**config.mk**
```make
export PLATFORM = sky130hd
export DESIGN_NAME = occ_channel
export DESIGN_NICKNAME = d
export VERILOG_FILES = /design/src/occ_pkg.sv /design/src/occ_channel.sv
export VERILOG_INCLUDE_DIRS = /design/src
export SDC_FILE = /design/constraint.sdc
export NUM_CORES = 1
export LEC_CHECK = 0
export ABC_CLOCK_PERIOD_IN_PS = 3400
export BUFFER_PORTS_ARGS = -buffer_cell sky130_fd_sc_hd__buf_2
export CAP_MARGIN = 5
export CORE_UTILIZATION = 57
export CTS_CLUSTER_SIZE = 14
export DETAILED_ROUTE_END_ITERATION = 8
export PLACE_DENSITY_LB_ADDON = 0.08
export SKIP_LAST_GASP = 1
export SYNTH_ARGS = -nofsm -noshare
export SYNTH_HDL_FRONTEND = slang
export SYNTH_SLANG_ARGS = --single-unit
```
**constraint.sdc**
```tcl
create_clock -name clk_i -period 3.4 [get_ports clk_i]
set_input_delay 1.02 -clock clk_i [delete_from_list [all_inputs] [get_ports clk_i]]
set_output_delay 1.02 -clock clk_i [all_outputs]
set_load 0.1 [all_outputs]
```
**src/occ_defs.svh**
```systemverilog
// Constant names for the output compare channel: offsets, bit positions, codes
`ifndef OCC_DEFS_SVH
`define OCC_DEFS_SVH

// Register byte addresses
`define OCC_ADR_CTL1 8'h00
`define OCC_ADR_PRI 8'h04
`define OCC_ADR_SEC 8'h08
`define OCC_ADR_CTL2 8'h0C
`define OCC_ADR_TMR 8'h10

// Control one field positions
`define OCC_B_IDLE 13
`define OCC_B_TSEL_HI 12
`define OCC_B_TSEL_LO 10
`define OCC_B_ENB 8
`define OCC_B_ENA 7
`define OCC_B_FLTB 5
`define OCC_B_FLTA 4
`define OCC_B_TRGCLR 3
`define OCC_B_MODE_HI 2
`define OCC_B_MODE_LO 0

// Control two field positions
`define OCC_B_TRGSEL 7
`define OCC_B_RUN 6
`define OCC_B_WRAP 0

// Compare mode codes
`define OCC_M_OFF 3'h0
`define OCC_M_SS_LOW 3'h1
`define OCC_M_SS_HIGH 3'h2
`define OCC_M_TOGGLE 3'h3
`define OCC_M_DC_SHOT 3'h4
`define OCC_M_DC_CONT 3'h5
`define OCC_M_EPWM 3'h6
`define OCC_M_CPWM 3'h7

// Timebase clock select codes
`define OCC_T_TMR2 3'h0
`define OCC_T_TMR3 3'h1
`define OCC_T_TMR4 3'h2
`define OCC_T_TMR5 3'h3
`define OCC_T_TMR1 3'h4
`define OCC_T_TRGGEN 3'h5
`define OCC_T_RSVD 3'h6
`define OCC_T_PERIPH 3'h7

// Reset values
`define OCC_CTL1_RST 16'h0000
`define OCC_CTL2_RST 16'h0000
`define OCC_TIMER_ZERO 16'h0000

`endif

```
**src/occ_pkg.sv**
```systemverilog
// Types shared by the output compare channel
`default_nettype none
package occ_pkg;

	// Output sequencing state, Gray coded along idle, primary, secondary, done
	typedef enum logic [1:0] {
		OCC_ST_IDLE = 2'b00,
		OCC_ST_WAIT_PRI = 2'b01,
		OCC_ST_WAIT_SEC = 2'b11,
		OCC_ST_DONE = 2'b10
	} occ_state_e;

	typedef logic [15:0] occ_word_t;

	// Whole state of the channel
	typedef struct packed {
		logic idle_halt_select;
		logic [2:0] timebase_clock_select;
		logic fault_b_input_enable;
		logic fault_a_input_enable;
		logic fault_b_status;
		logic fault_a_status;
		logic trigger_clear_policy;
		logic [2:0] compare_mode_select;
		logic trigger_or_sync_select;
		logic trigger_running_flag;
		logic wrap_on_secondary;
		occ_word_t primary_compare_value;
		occ_word_t secondary_compare_value;
		occ_word_t primary_buffer;
		occ_word_t secondary_buffer;
		occ_word_t channel_timer;
		logic fault_hold;
		logic pin;
		occ_state_e state;
		logic ack;
		logic [31:0] dat;
		logic irq;
		logic dma;
	} occ_state_s;

endpackage
`default_nettype wire
```
**src/occ_channel.sv**
```systemverilog
// Output compare channel with Wishbone register access
//
// The register offsets and the Wishbone register port are this design's own decisions.
`include "occ_defs.svh"
`default_nettype none

// What this block does
// - Timebase tick chosen by 3-bit select among peripheral clock, trigger, five timers.
// - Idle-halt bit 13 set stops the channel while the processor idles.
// - Fault B pin is watched only when enable bit 8 is set.
// - Fault A pin is watched only when enable bit 7 is set.
// - Status bit 5 is set by a PWM fault on fault B pin.
// - Status bit 4 is set by a PWM fault on fault A pin.
// - Trigger-clear bit 3 lets secondary match clear the running flag too.
// - Centre PWM: high on primary match, low on secondary match.
// - Edge PWM: high when timer is zero, low on primary match.
// - Mode 101 starts low, toggles forever on alternate primary/secondary matches.
// - Mode 100 starts low, toggles on primary then secondary, one pulse.
// - Mode 011 toggles the pin on every primary match.
// - Mode 010 starts high, goes low at first primary match.
// - Mode 001 starts low, goes high at first primary match.
// - Mode 000 disables the channel.
// - Compare values double-buffered only in PWM modes, direct otherwise.
// - Primary matches raise an interrupt request and a DMA request; secondary matches raise only an interrupt, in modes 100 and up.
// - Timer compared with one or two values, pin changes on matches.
// - Running flag reads one while triggered and counting, zero while held.
// - Trigger/sync select: one triggers the timer, zero synchronises it.
module occ_channel #(
	parameter int WIDTH = 16
) (
	input wire logic clk_i,
	input wire logic rst_i,
	input wire logic wb_cyc_i,
	input wire logic wb_stb_i,
	input wire logic wb_we_i,
	input wire logic [7:0] wb_adr_i,
	input wire logic [3:0] wb_sel_i,
	input wire logic [31:0] wb_dat_i,
	output logic [31:0] wb_dat_o,
	output logic wb_ack_o,
	input wire logic cpu_idle_i,
	input wire logic timer1_clock_i,
	input wire logic timer2_clock_i,
	input wire logic timer3_clock_i,
	input wire logic timer4_clock_i,
	input wire logic timer5_clock_i,
	input wire logic trigger_generator_output_i,
	input wire logic sync_trigger_i,
	input wire logic fault_a_pin_i,
	input wire logic fault_b_pin_i,
	output logic compare_output_pin_o,
	output logic match_irq_o,
	output logic match_dma_o
);
	import occ_pkg::*;

	occ_state_s s;
	occ_state_s n;

	// Picks the tick pulse that advances the channel timer
	function automatic logic pick_tick(input logic [2:0] sel, input logic [5:0] t);
		logic r;
		r = 1'b0;
		case (sel)
			`OCC_T_PERIPH: r = 1'b1;
			`OCC_T_TRGGEN: r = t[5];
			`OCC_T_TMR1: r = t[0];
			`OCC_T_TMR5: r = t[4];
			`OCC_T_TMR4: r = t[3];
			`OCC_T_TMR3: r = t[2];
			`OCC_T_TMR2: r = t[1];
			default: r = 1'b0;
		endcase
		return r;
	endfunction

	// Merges write data into a 16-bit register under the low byte enables
	function automatic occ_word_t merge16(input occ_word_t old, input logic [31:0] d,
		input logic [3:0] be);
		occ_word_t m;
		m = {{8{be[1]}}, {8{be[0]}}};
		return (old & ~m) | (d[15:0] & m);
	endfunction

	// Packs control one for reading
	function automatic occ_word_t pack_ctl1(input occ_state_s x);
		occ_word_t r;
		r = `OCC_CTL1_RST;
		r[`OCC_B_IDLE] = x.idle_halt_select;
		r[`OCC_B_TSEL_HI:`OCC_B_TSEL_LO] = x.timebase_clock_select;
		r[`OCC_B_ENB] = x.fault_b_input_enable;
		r[`OCC_B_ENA] = x.fault_a_input_enable;
		r[`OCC_B_FLTB] = x.fault_b_status;
		r[`OCC_B_FLTA] = x.fault_a_status;
		r[`OCC_B_TRGCLR] = x.trigger_clear_policy;
		r[`OCC_B_MODE_HI:`OCC_B_MODE_LO] = x.compare_mode_select;
		return r;
	endfunction

	// Packs control two for reading
	function automatic occ_word_t pack_ctl2(input occ_state_s x);
		occ_word_t r;
		r = `OCC_CTL2_RST;
		r[`OCC_B_TRGSEL] = x.trigger_or_sync_select;
		r[`OCC_B_RUN] = x.trigger_running_flag;
		r[`OCC_B_WRAP] = x.wrap_on_secondary;
		return r;
	endfunction

	logic hit;
	logic tick;
	logic active;
	logic pwm;
	logic counting;
	logic m_pri;
	logic m_sec;
	logic m_zero;
	logic wrap;
	logic flt_a;
	logic flt_b;
	logic [7:0] adr_word;
	occ_word_t c1;
	occ_word_t c2;

	// Event decode from the present state
	always_comb begin
		hit = wb_cyc_i & wb_stb_i & ~s.ack;
		adr_word = {wb_adr_i[7:2], 2'b00};
		tick = pick_tick(s.timebase_clock_select, {trigger_generator_output_i,
			timer5_clock_i, timer4_clock_i, timer3_clock_i, timer2_clock_i,
			timer1_clock_i}) & ~(cpu_idle_i & s.idle_halt_select);
		active = (s.compare_mode_select != `OCC_M_OFF);
		pwm = (s.compare_mode_select == `OCC_M_EPWM) |
			(s.compare_mode_select == `OCC_M_CPWM);
		counting = active & (~s.trigger_or_sync_select | s.trigger_running_flag);
		m_pri = tick & counting & (s.channel_timer == s.primary_compare_value);
		m_sec = tick & counting & (s.channel_timer == s.secondary_compare_value);
		m_zero = tick & counting & (s.channel_timer == `OCC_TIMER_ZERO);
		wrap = pwm & s.wrap_on_secondary & m_sec;
		flt_a = fault_a_pin_i & s.fault_a_input_enable;
		flt_b = fault_b_pin_i & s.fault_b_input_enable;
	end

	// Next-state logic for the whole channel
	always_comb begin
		n = s;
		n.ack = hit;
		n.irq = 1'b0;
		n.dma = 1'b0;
		c1 = pack_ctl1(s);
		c2 = pack_ctl2(s);

		// Channel timer: held clear, synchronised, wrapped or counted
		if (!active || (s.trigger_or_sync_select && !s.trigger_running_flag)) begin
			n.channel_timer = `OCC_TIMER_ZERO;
		end else if (!s.trigger_or_sync_select && sync_trigger_i) begin
			n.channel_timer = `OCC_TIMER_ZERO;
		end else if (wrap) begin
			n.channel_timer = `OCC_TIMER_ZERO;
		end else if (tick) begin
			n.channel_timer = s.channel_timer + 16'h0001;
		end

		// Shadow values move to the active compare values at the wrap on secondary match
		if (pwm && wrap) begin
			n.primary_compare_value = s.primary_buffer;
			n.secondary_compare_value = s.secondary_buffer;
		end

		// Match requests toward interrupt and DMA logic
		n.irq = m_pri | (m_sec & (s.compare_mode_select >= `OCC_M_DC_SHOT));
		n.dma = m_pri;

		// Pin sequencing per compare mode
		case (s.compare_mode_select)
			`OCC_M_SS_LOW: begin
				if (s.state == OCC_ST_WAIT_PRI && m_pri) begin
					n.pin = 1'b1;
					n.state = OCC_ST_DONE;
				end
			end
			`OCC_M_SS_HIGH: begin
				if (s.state == OCC_ST_WAIT_PRI && m_pri) begin
					n.pin = 1'b0;
					n.state = OCC_ST_DONE;
				end
			end
			`OCC_M_TOGGLE: begin
				if (m_pri) begin
					n.pin = ~s.pin;
				end
			end
			`OCC_M_DC_SHOT: begin
				if (s.state == OCC_ST_WAIT_PRI && m_pri) begin
					n.pin = ~s.pin;
					n.state = OCC_ST_WAIT_SEC;
				end else if (s.state == OCC_ST_WAIT_SEC && m_sec) begin
					n.pin = ~s.pin;
					n.state = OCC_ST_DONE;
				end
			end
			`OCC_M_DC_CONT: begin
				if (s.state == OCC_ST_WAIT_PRI && m_pri) begin
					n.pin = ~s.pin;
					n.state = OCC_ST_WAIT_SEC;
				end else if (s.state == OCC_ST_WAIT_SEC && m_sec) begin
					n.pin = ~s.pin;
					n.state = OCC_ST_WAIT_PRI;
				end
			end
			`OCC_M_EPWM: begin
				if (m_pri) begin
					n.pin = 1'b0;
				end else if (m_zero) begin
					n.pin = 1'b1;
				end
			end
			`OCC_M_CPWM: begin
				if (m_sec) begin
					n.pin = 1'b0;
				end else if (m_pri) begin
					n.pin = 1'b1;
				end
			end
			default: begin
				n.pin = 1'b0;
				n.state = OCC_ST_IDLE;
			end
		endcase

		// Fault holds the PWM pin low until the fault is gone and a period starts
		if (pwm && (flt_a || flt_b)) begin
			n.fault_hold = 1'b1;
		end else if (s.fault_hold && (m_zero || wrap)) begin
			n.fault_hold = 1'b0;
		end
		if (pwm && (flt_a || flt_b || n.fault_hold)) begin
			n.pin = 1'b0;
		end

		// Secondary match may end the triggered run
		if (s.trigger_clear_policy && m_sec) begin
			n.trigger_running_flag = 1'b0;
		end

		// Register writes
		if (hit && wb_we_i) begin
			if (adr_word == `OCC_ADR_CTL1) begin
				c1 = merge16(c1, wb_dat_i, wb_sel_i);
				n.idle_halt_select = c1[`OCC_B_IDLE];
				n.timebase_clock_select = c1[`OCC_B_TSEL_HI:`OCC_B_TSEL_LO];
				n.fault_b_input_enable = c1[`OCC_B_ENB];
				n.fault_a_input_enable = c1[`OCC_B_ENA];
				n.fault_b_status = c1[`OCC_B_FLTB];
				n.fault_a_status = c1[`OCC_B_FLTA];
				n.trigger_clear_policy = c1[`OCC_B_TRGCLR];
				n.compare_mode_select = c1[`OCC_B_MODE_HI:`OCC_B_MODE_LO];
				if (wb_sel_i[0] && n.compare_mode_select != s.compare_mode_select) begin
					n.state = OCC_ST_WAIT_PRI;
					n.pin = (n.compare_mode_select == `OCC_M_SS_HIGH);
					n.fault_hold = 1'b0;
				end
			end else if (adr_word == `OCC_ADR_PRI) begin
				n.primary_buffer = merge16(s.primary_buffer, wb_dat_i, wb_sel_i);
				if (!pwm) begin
					n.primary_compare_value = n.primary_buffer;
				end
			end else if (adr_word == `OCC_ADR_SEC) begin
				n.secondary_buffer = merge16(s.secondary_buffer, wb_dat_i, wb_sel_i);
				if (!pwm) begin
					n.secondary_compare_value = n.secondary_buffer;
				end
			end else if (adr_word == `OCC_ADR_CTL2) begin
				c2 = merge16(c2, wb_dat_i, wb_sel_i);
				n.trigger_or_sync_select = c2[`OCC_B_TRGSEL];
				n.trigger_running_flag = c2[`OCC_B_RUN];
				n.wrap_on_secondary = c2[`OCC_B_WRAP];
			end
		end

		// Hardware sets win over software clears in the same cycle
		if (pwm && flt_a) begin
			n.fault_a_status = 1'b1;
		end
		if (pwm && flt_b) begin
			n.fault_b_status = 1'b1;
		end
		if (active && s.trigger_or_sync_select && sync_trigger_i) begin
			n.trigger_running_flag = 1'b1;
		end

		// Read data, zero for unmapped addresses and for writes
		n.dat = 32'h0000_0000;
		if (hit && !wb_we_i) begin
			if (adr_word == `OCC_ADR_CTL1) begin
				n.dat = {16'h0000, pack_ctl1(s)};
			end else if (adr_word == `OCC_ADR_PRI) begin
				n.dat = {16'h0000, s.primary_buffer};
			end else if (adr_word == `OCC_ADR_SEC) begin
				n.dat = {16'h0000, s.secondary_buffer};
			end else if (adr_word == `OCC_ADR_CTL2) begin
				n.dat = {16'h0000, pack_ctl2(s)};
			end else if (adr_word == `OCC_ADR_TMR) begin
				n.dat = {16'h0000, s.channel_timer};
			end
		end
	end

	// State register, cleared by synchronous reset
	always_ff @(posedge clk_i) begin
		if (rst_i) begin
			s <= '0;
		end else begin
			s <= n;
		end
	end

	// Outputs straight from flip-flops
	assign wb_dat_o = s.dat;
	assign wb_ack_o = s.ack;
	assign compare_output_pin_o = s.pin;
	assign match_irq_o = s.irq;
	assign match_dma_o = s.dma;

endmodule
`default_nettype wire

```
==> results.md, run 1 <==
* Die Y at 103 microns
* Fraction of registers with async set/reset at 0
* Post-Syn Area at 5850 sq um
* Post-Place Setup Slack at 0.140 ns
* CTS resizes at 0
* CTS Sinks at 118
* PortBufs at 58
* Register bit total from synthesis at 118
* Total GRT Usage at 0.323
* CTS Buf Count at 17
* # H-tree levels at 4
* Initial antenna violation count at 0
* Crit path max fanout at 16
* DRT Wirelength at 16.2 mm
* Final Hold Vio Count at 0
* CP max stage cell: nor4_2
* Clock-pin slew on the worst setup and hold paths at 0.06 ns
* Worst skew pair latency at 0.52 ns
* Postcts setup bufs at 0
* Internal at 2.40 mW
* Crit end category: flip-flop
* CTS root buf: clkbuf_8
* F_max at 0.359 GHz
* P&R area growth vs syn at 14.2%
* Final #Nets at 813
* Worst Setup SP: s[50]
* Die X at 103 microns
* Cell Chain, Critical Path: xnor2_1, nand4_1, nor4_2, nand3_4, nand2_2, nor2_1, nor4_1
* Max Buffers Root-to-Sink at 2
* Max-cap viol count at 0
* Internal reg-to-reg setup slack at 0.61 ns
* Outcome: finished, final reports clean
* Fill cells at 796
* Critical path type: flip-flop to flip-flop
* Primary FF master, synth: dfxtp_1
* Hold_buf cts at 0
* Sequential share of the synthesized area at 0.404
* Post-Syn Instances at 713
* Post-layout minimum cycle time at 2.79 ns
* FP Rows at 36
* Via Count at 5,219
* Combinational Power Share at 0.054
* Unrepaired setup endpoints after global routing: no
* CP peak stage delay at 0.69 ns
* Worst r2r src: s[50]
* I/O pin total at 95
* Avg Inst Size Synth at 8.21 sq um
* Vias per std cell at 5.82
* Post-route ant nets at 0
* Inst Count DP at 865
* Setup Total Neg Slack at 0 ns
* Final Skew at 0.0103 ns
* 1st-iter DRT viols at 452
* Core area at 9860 sq um
* Slew Limit Fails at 0
* Top-area cell type share of the netlist area at 0.404
* Final setup violation count at 0
* Top post-synthesis cells by area: dfxtp_1 40%, nor2_1 11%, mux2i_1 6.8%, xnor2_1 6.6%, buf_4 4.2%
* Starting density of the core at 0.593
* Min-Delay Path Class: flip-flop to flip-flop
* DRC violations left at 0
* Vias in the first global route at 4,901
* Utilization of the core after routing at 0.678
* Total Power at 3.25 mW
* Setup ws final at 0.615 ns
* Final period utilization at 0.819
* Wire length per cell at 18.1 microns
* NetSw at 0.844 mW
* Hold_sp: s[67]
* First-pass GRT wire length at 25.4 mm
* Req. time, crit path at 3.81 ns
* Pin count of the biggest net entering global routing at 86
* Slew @ Worst Pin at 0.911 ns
* Worst slew margin at 0.393
* Sequential share of power at 0.427
* Switching power share of the total at 0.260
* DP HPWL at 11.4 mm
* Distinct cell type count after synthesis at 54
* Layout cell share with drive strength beyond 1 at 0.175
* ANT cells at 0
* Synth Warn # at 0
* Post-synth EDFFs at 0
* Remaining Overflow, GRT at 0
* Die outline area at 10,700 sq um
* First-pass DRT Iterations at 5
* Clk pwr share at 0.519
* Power per cell area at 485 nW/um^2
* LEAKAGE at 2.80 nW
* Post-synth top area cell: dfxtp_1
* CTS tree: yes
* Critical path arrival at 3.19 ns
* RePlAce Congestion at 0.909
* VDD IR max at 0.309 mV
* Layout Cells excl Fill at 897
* Crit path launch type: flip-flop
-- placed cells by master (no fill, tap or decap), drive strengths merged, types with 2 or more instances in the layout --
master    Yosys  final
buf          40     84
nand4        22     22
nor3          8      8
a22oi         2      2
or2           2      2
a311oi        2      2
nor2        177    177
or3           2      2
and2          4      4
conb          1     16
o21a          4      4
nand2        41     41
mux2i        40     40
dfxtp       118    118
a2111oi       2      2
nand2b        2      2
a21oi        30     30
o21ai         5      5
and3          6      6
nor4         40     40
xor2          6      6
inv          12     20
a2bb2oi       2      2
ha            3      3
clkbuf       40     18
and3b         2      2
xnor2        44     44
a31oi         5      5
a221oi        2      2
nor2b         4      4
a222oi       13     13
nand3        19     19
clkinvlp      0      4
-- power by group through the flow --
stage	sequential, mW	combinational [mW]	clock, mW
finish	1.39	0.174	1.69
global route	1.39	0.184	1.75
CTS	1.39	0.173	1.70
detailed placement	1.42	0.172	0
global placement	1.42	0.171	0
floorplan	1.42	0.134	0
-- cell usage after synthesis, types with 3 or more instances --
master	n
nand2_2	3
a222oi_1	13
and3_1	6
xor2_1	6
mux2i_1	40
o21a_1	4
inv_1	12
o21ai_0	5
buf_2	4
ha_1	3
and2_1	4
nor3_1	8
dfxtp_1	118
nand4_1	22
buf_4	33
a31oi_1	5
nor2b_1	4
nand2_1	38
nor4_1	38
nor2_1	177
nand3_1	18
a21oi_1	30
clkbuf_1	40
xnor2_1	44
-- flip-flops by register name, summed over array words and instances, names as in the netlist, named ones only --
signal / flops
wb_ack_o: 1
s: 89
match_dma_o: 1
compare_output_pin_o: 1
wb_dat_o: 16
match_irq_o: 1
-- critical path: cells and delay by family (launching register included) --
family	cells	cell delay, ns
AND/OR/NAND/NOR	6	1.88
flip-flops	1	0.60
XOR/XNOR	1	0.19
-- logic make-up (layout without fill, tap and decap cells) --
group / count (synthesis) / in the layout / synth area share
buf+inv: 92 / 128 / 0.0823
mux: 40 / 40 / 0.0684
xor+xnor: 50 / 50 / 0.0748
fa+ha+maj: 3 / 3 / 0.00641
other cells: 1 / 16 / 0.000641
simple gates: 335 / 335 / 0.271
compound gates: 74 / 74 / 0.0932
flops: 118 / 118 / 0.404
-- per-layer routing --
layer	vias up	track usage	routed length (microns)
met5	-	0	0
met2	259	0.500	7280
met4	0	0.107	299
met3	28	0.0860	1700
met1	2434	0.438	6940
li1	2498	-	-
-- path summary, 6_finish.rpt --
kind,end,depth (start not counted)
worst max-delay path,s[88],7
worst min-delay path,wb_dat_o[12],2
worst max register to register,s[88],7
worst min register to register,wb_dat_o[12],2
-- final cells by class --
cell class / instances / area [sq um] / area share
Clock buffer: 18 / 418 / 0.0625
Clock inverter: 14 / 138 / 0.0206
Inverter: 12 / 45.0 / 0.00674
Multi-Input combinational cell: 518 / 3070 / 0.459
Tap cell: 133 / 166 / 0.0249
Timing Repair Buffer: 84 / 485 / 0.0726
Sequential cell: 118 / 2360 / 0.353
-- through the flow --
step	area, sq um	hold slack, ns
2_1_floorplan	5910	0.445
3_3_place_gp	6130	0.462
3_5_place_dp	6130	0.467
4_1_cts	6690	0.480
5_1_grt	6690	0.497
6_report	6690	0.478
(Power assumes the default switching activity.)
==> run 2: changes to the inputs <==
--- a/config.mk
+++ b/config.mk
@@ -6,7 +6,7 @@
 export SDC_FILE = /design/constraint.sdc
 export NUM_CORES = 1
 export LEC_CHECK = 0
-export ABC_CLOCK_PERIOD_IN_PS = 3400
+export ABC_CLOCK_PERIOD_IN_PS = 2600
 export BUFFER_PORTS_ARGS = -buffer_cell sky130_fd_sc_hd__buf_2
 export CAP_MARGIN = 5
 export CORE_UTILIZATION = 57
==> constraint.sdc (replaced) <==
create_clock -name clk_i -period 2.6 [get_ports clk_i]
set_input_delay 0.78 -clock clk_i [delete_from_list [all_inputs] [get_ports clk_i]]
set_output_delay 0.78 -clock clk_i [all_outputs]
set_load 0.1 [all_outputs]
==> run 2 against run 1 <==
Effect of this change:
- wire length is 2.2% higher
- final area is 5.9% higher
- utilization is 4.0 points higher
- sequential power is 30% higher
- die area stayed put
- non-clock buffer count is 28 higher
- register-to-register slack worse by 0.48 ns
- critical path depth is 5 higher
- critical path type unchanged
- largest power group unchanged
==> results.md, run 2 (synthesis gave the netlist of run 1 again) <==
* Remaining Overflow, GRT at 0
* Clock-pin slew on the worst setup and hold paths at 0.06 ns
* LEAKAGE at 3.02 nW
* Final Skew at 0.00736 ns
* DRT Wirelength at 16.6 mm
* P&R area growth vs syn at 20.9%
* Commonest non-fill, non-tap cell in the layout: nor2_1
* Min-Delay Path Class: flip-flop to flip-flop
* DP HPWL at 11.7 mm
* First-pass DRT Iterations at 6
* Vias per std cell at 5.83
* Grt met2 use at 0.513
* Worst skew pair latency at 0.52 ns
* Critical path arrival at 2.86 ns
* Vias in the first global route at 4,911
* Die outline area at 10,700 sq um
* Crit path max fanout at 5
* Outcome: finished, final reports clean
* Initial antenna violation count at 0
* Crit end category: flip-flop
* Power per cell area at 669 nW/um^2
* Max reg flops at 89
* RePlAce Congestion at 0.935
* Final setup violation count at 0
* Final Hold Vio Count at 0
* Largest Register: s
* Final #Nets at 841
* 1st-iter DRT viols at 554
* Gr busiest metal: met2
* Pin count of the biggest net entering global routing at 87
* First-pass GRT wire length at 25.4 mm
* Hold_buf cts at 0
* Post-route ant nets at 0
* Starting density of the core at 0.593
* Slew @ Worst Pin at 0.524 ns
* Postcts setup bufs at 0
* GR Util met3 at 0.0638
* VDD IR max at 0.591 mV
* GR Util met1 at 0.438
* Critical path type: flip-flop to flip-flop
* Leading cell types in the layout, fill and taps excluded: 177 x nor2_1, 118 x dfxtp_1, 58 x buf_2, 52 x buf_4, 43 x xnor2_1
* DRC violations left at 0
* Total GRT Usage at 0.326
* Die X at 103 microns
* I/O pin total at 95
* Wire length per cell at 17.9 microns
* Max-cap viol count at 0
* PortBufs at 58
* Slew Limit Fails at 0
* Total Power at 4.73 mW
* # H-tree levels at 4
* ANT cells at 0
* F_max at 0.405 GHz
* Max Buffers Root-to-Sink at 2
* Unrepaired setup endpoints after global routing: no
* Crit path launch type: flip-flop
* CTS Sinks at 118
* CTS root buf: clkbuf_8
* Die Y at 103 microns
* Layout cell share with drive strength beyond 1 at 0.206
* Worst slew margin at 0.650
* Utilization of the core after routing at 0.717
* FP Rows at 36
* Via Count at 5,379
* Core area at 9860 sq um
* Req. time, crit path at 2.99 ns
* CTS Buf Count at 17
* CTS tree: yes
* Final period utilization at 0.949
* Post-layout minimum cycle time at 2.47 ns
[run 2: what timing repair did]
action | 4_1_cts | 5_1_grt
resized for setup | 1 | 1
hold endpoints to repair | 0 | 0
setup endpoints to repair | 1 | 1
[run 2: final timing paths]
| check | start | cells after the start | endpoint | slack, ns |
|---|---|---|---|---|
| setup / recovery | s[54] | 12 | compare_output_pin_o | 0.13 |
| hold / removal | s[67] | 2 | wb_dat_o[12] | 0.48 |
| setup reg to reg | s[54] | 12 | compare_output_pin_o | 0.13 |
| hold reg to reg | s[67] | 2 | wb_dat_o[12] | 0.48 |
[run 2: layout make-up]
| class | instances | area [sq um] |
|---|---|---|
| Clock buffer | 20 | 445 |
| Clock inverter | 10 | 225 |
| Fill cell | 761 | 2790 |
| Inverter | 12 | 45.0 |
| Multi-Input combinational cell | 518 | 3110 |
| Sequential cell | 118 | 2360 |
| Tap cell | 133 | 166 |
| Timing Repair Buffer | 112 | 721 |
[run 2: metrics by stage]
step	area, sq um	hold slack, ns	setup slack (ns)	cells	setup TNS, ns
floorplan	5940	0.445	-0.113	728	-0.113
global placement	6390	0.465	-0.140	893	-0.140
detailed placement	6390	0.465	-0.194	893	-0.194
CTS	7070	0.480	0.0475	923	0
global route	7080	0.498	0.00813	923	0
finish	7080	0.479	0.132	923	0
[run 2: critical path: stages, from the launching register on]
cell      delay (ns)
dfxtp_1         0.49
xnor2_1         0.19
nand4_1         0.15
nor4_2          0.20
buf_4           0.17
nand2_4         0.05
ha_4            0.22
a22o_1          0.20
a21oi_1         0.13
o21ai_1         0.08
a41o_1          0.21
nor2_1          0.13
a311oi_2        0.11
[run 2: report_power, final]
group,switching (mW),internal [mW]
sequential,0.00144,1.81
combinational,0.197,0.0480
clock,0.794,1.88
[run 2: layer usage]
metal,vias up,share of wire
met5,-,0
met4,0,0.019
met3,28,0.097
met2,265,0.46
met1,2539,0.43
li1,2547,-
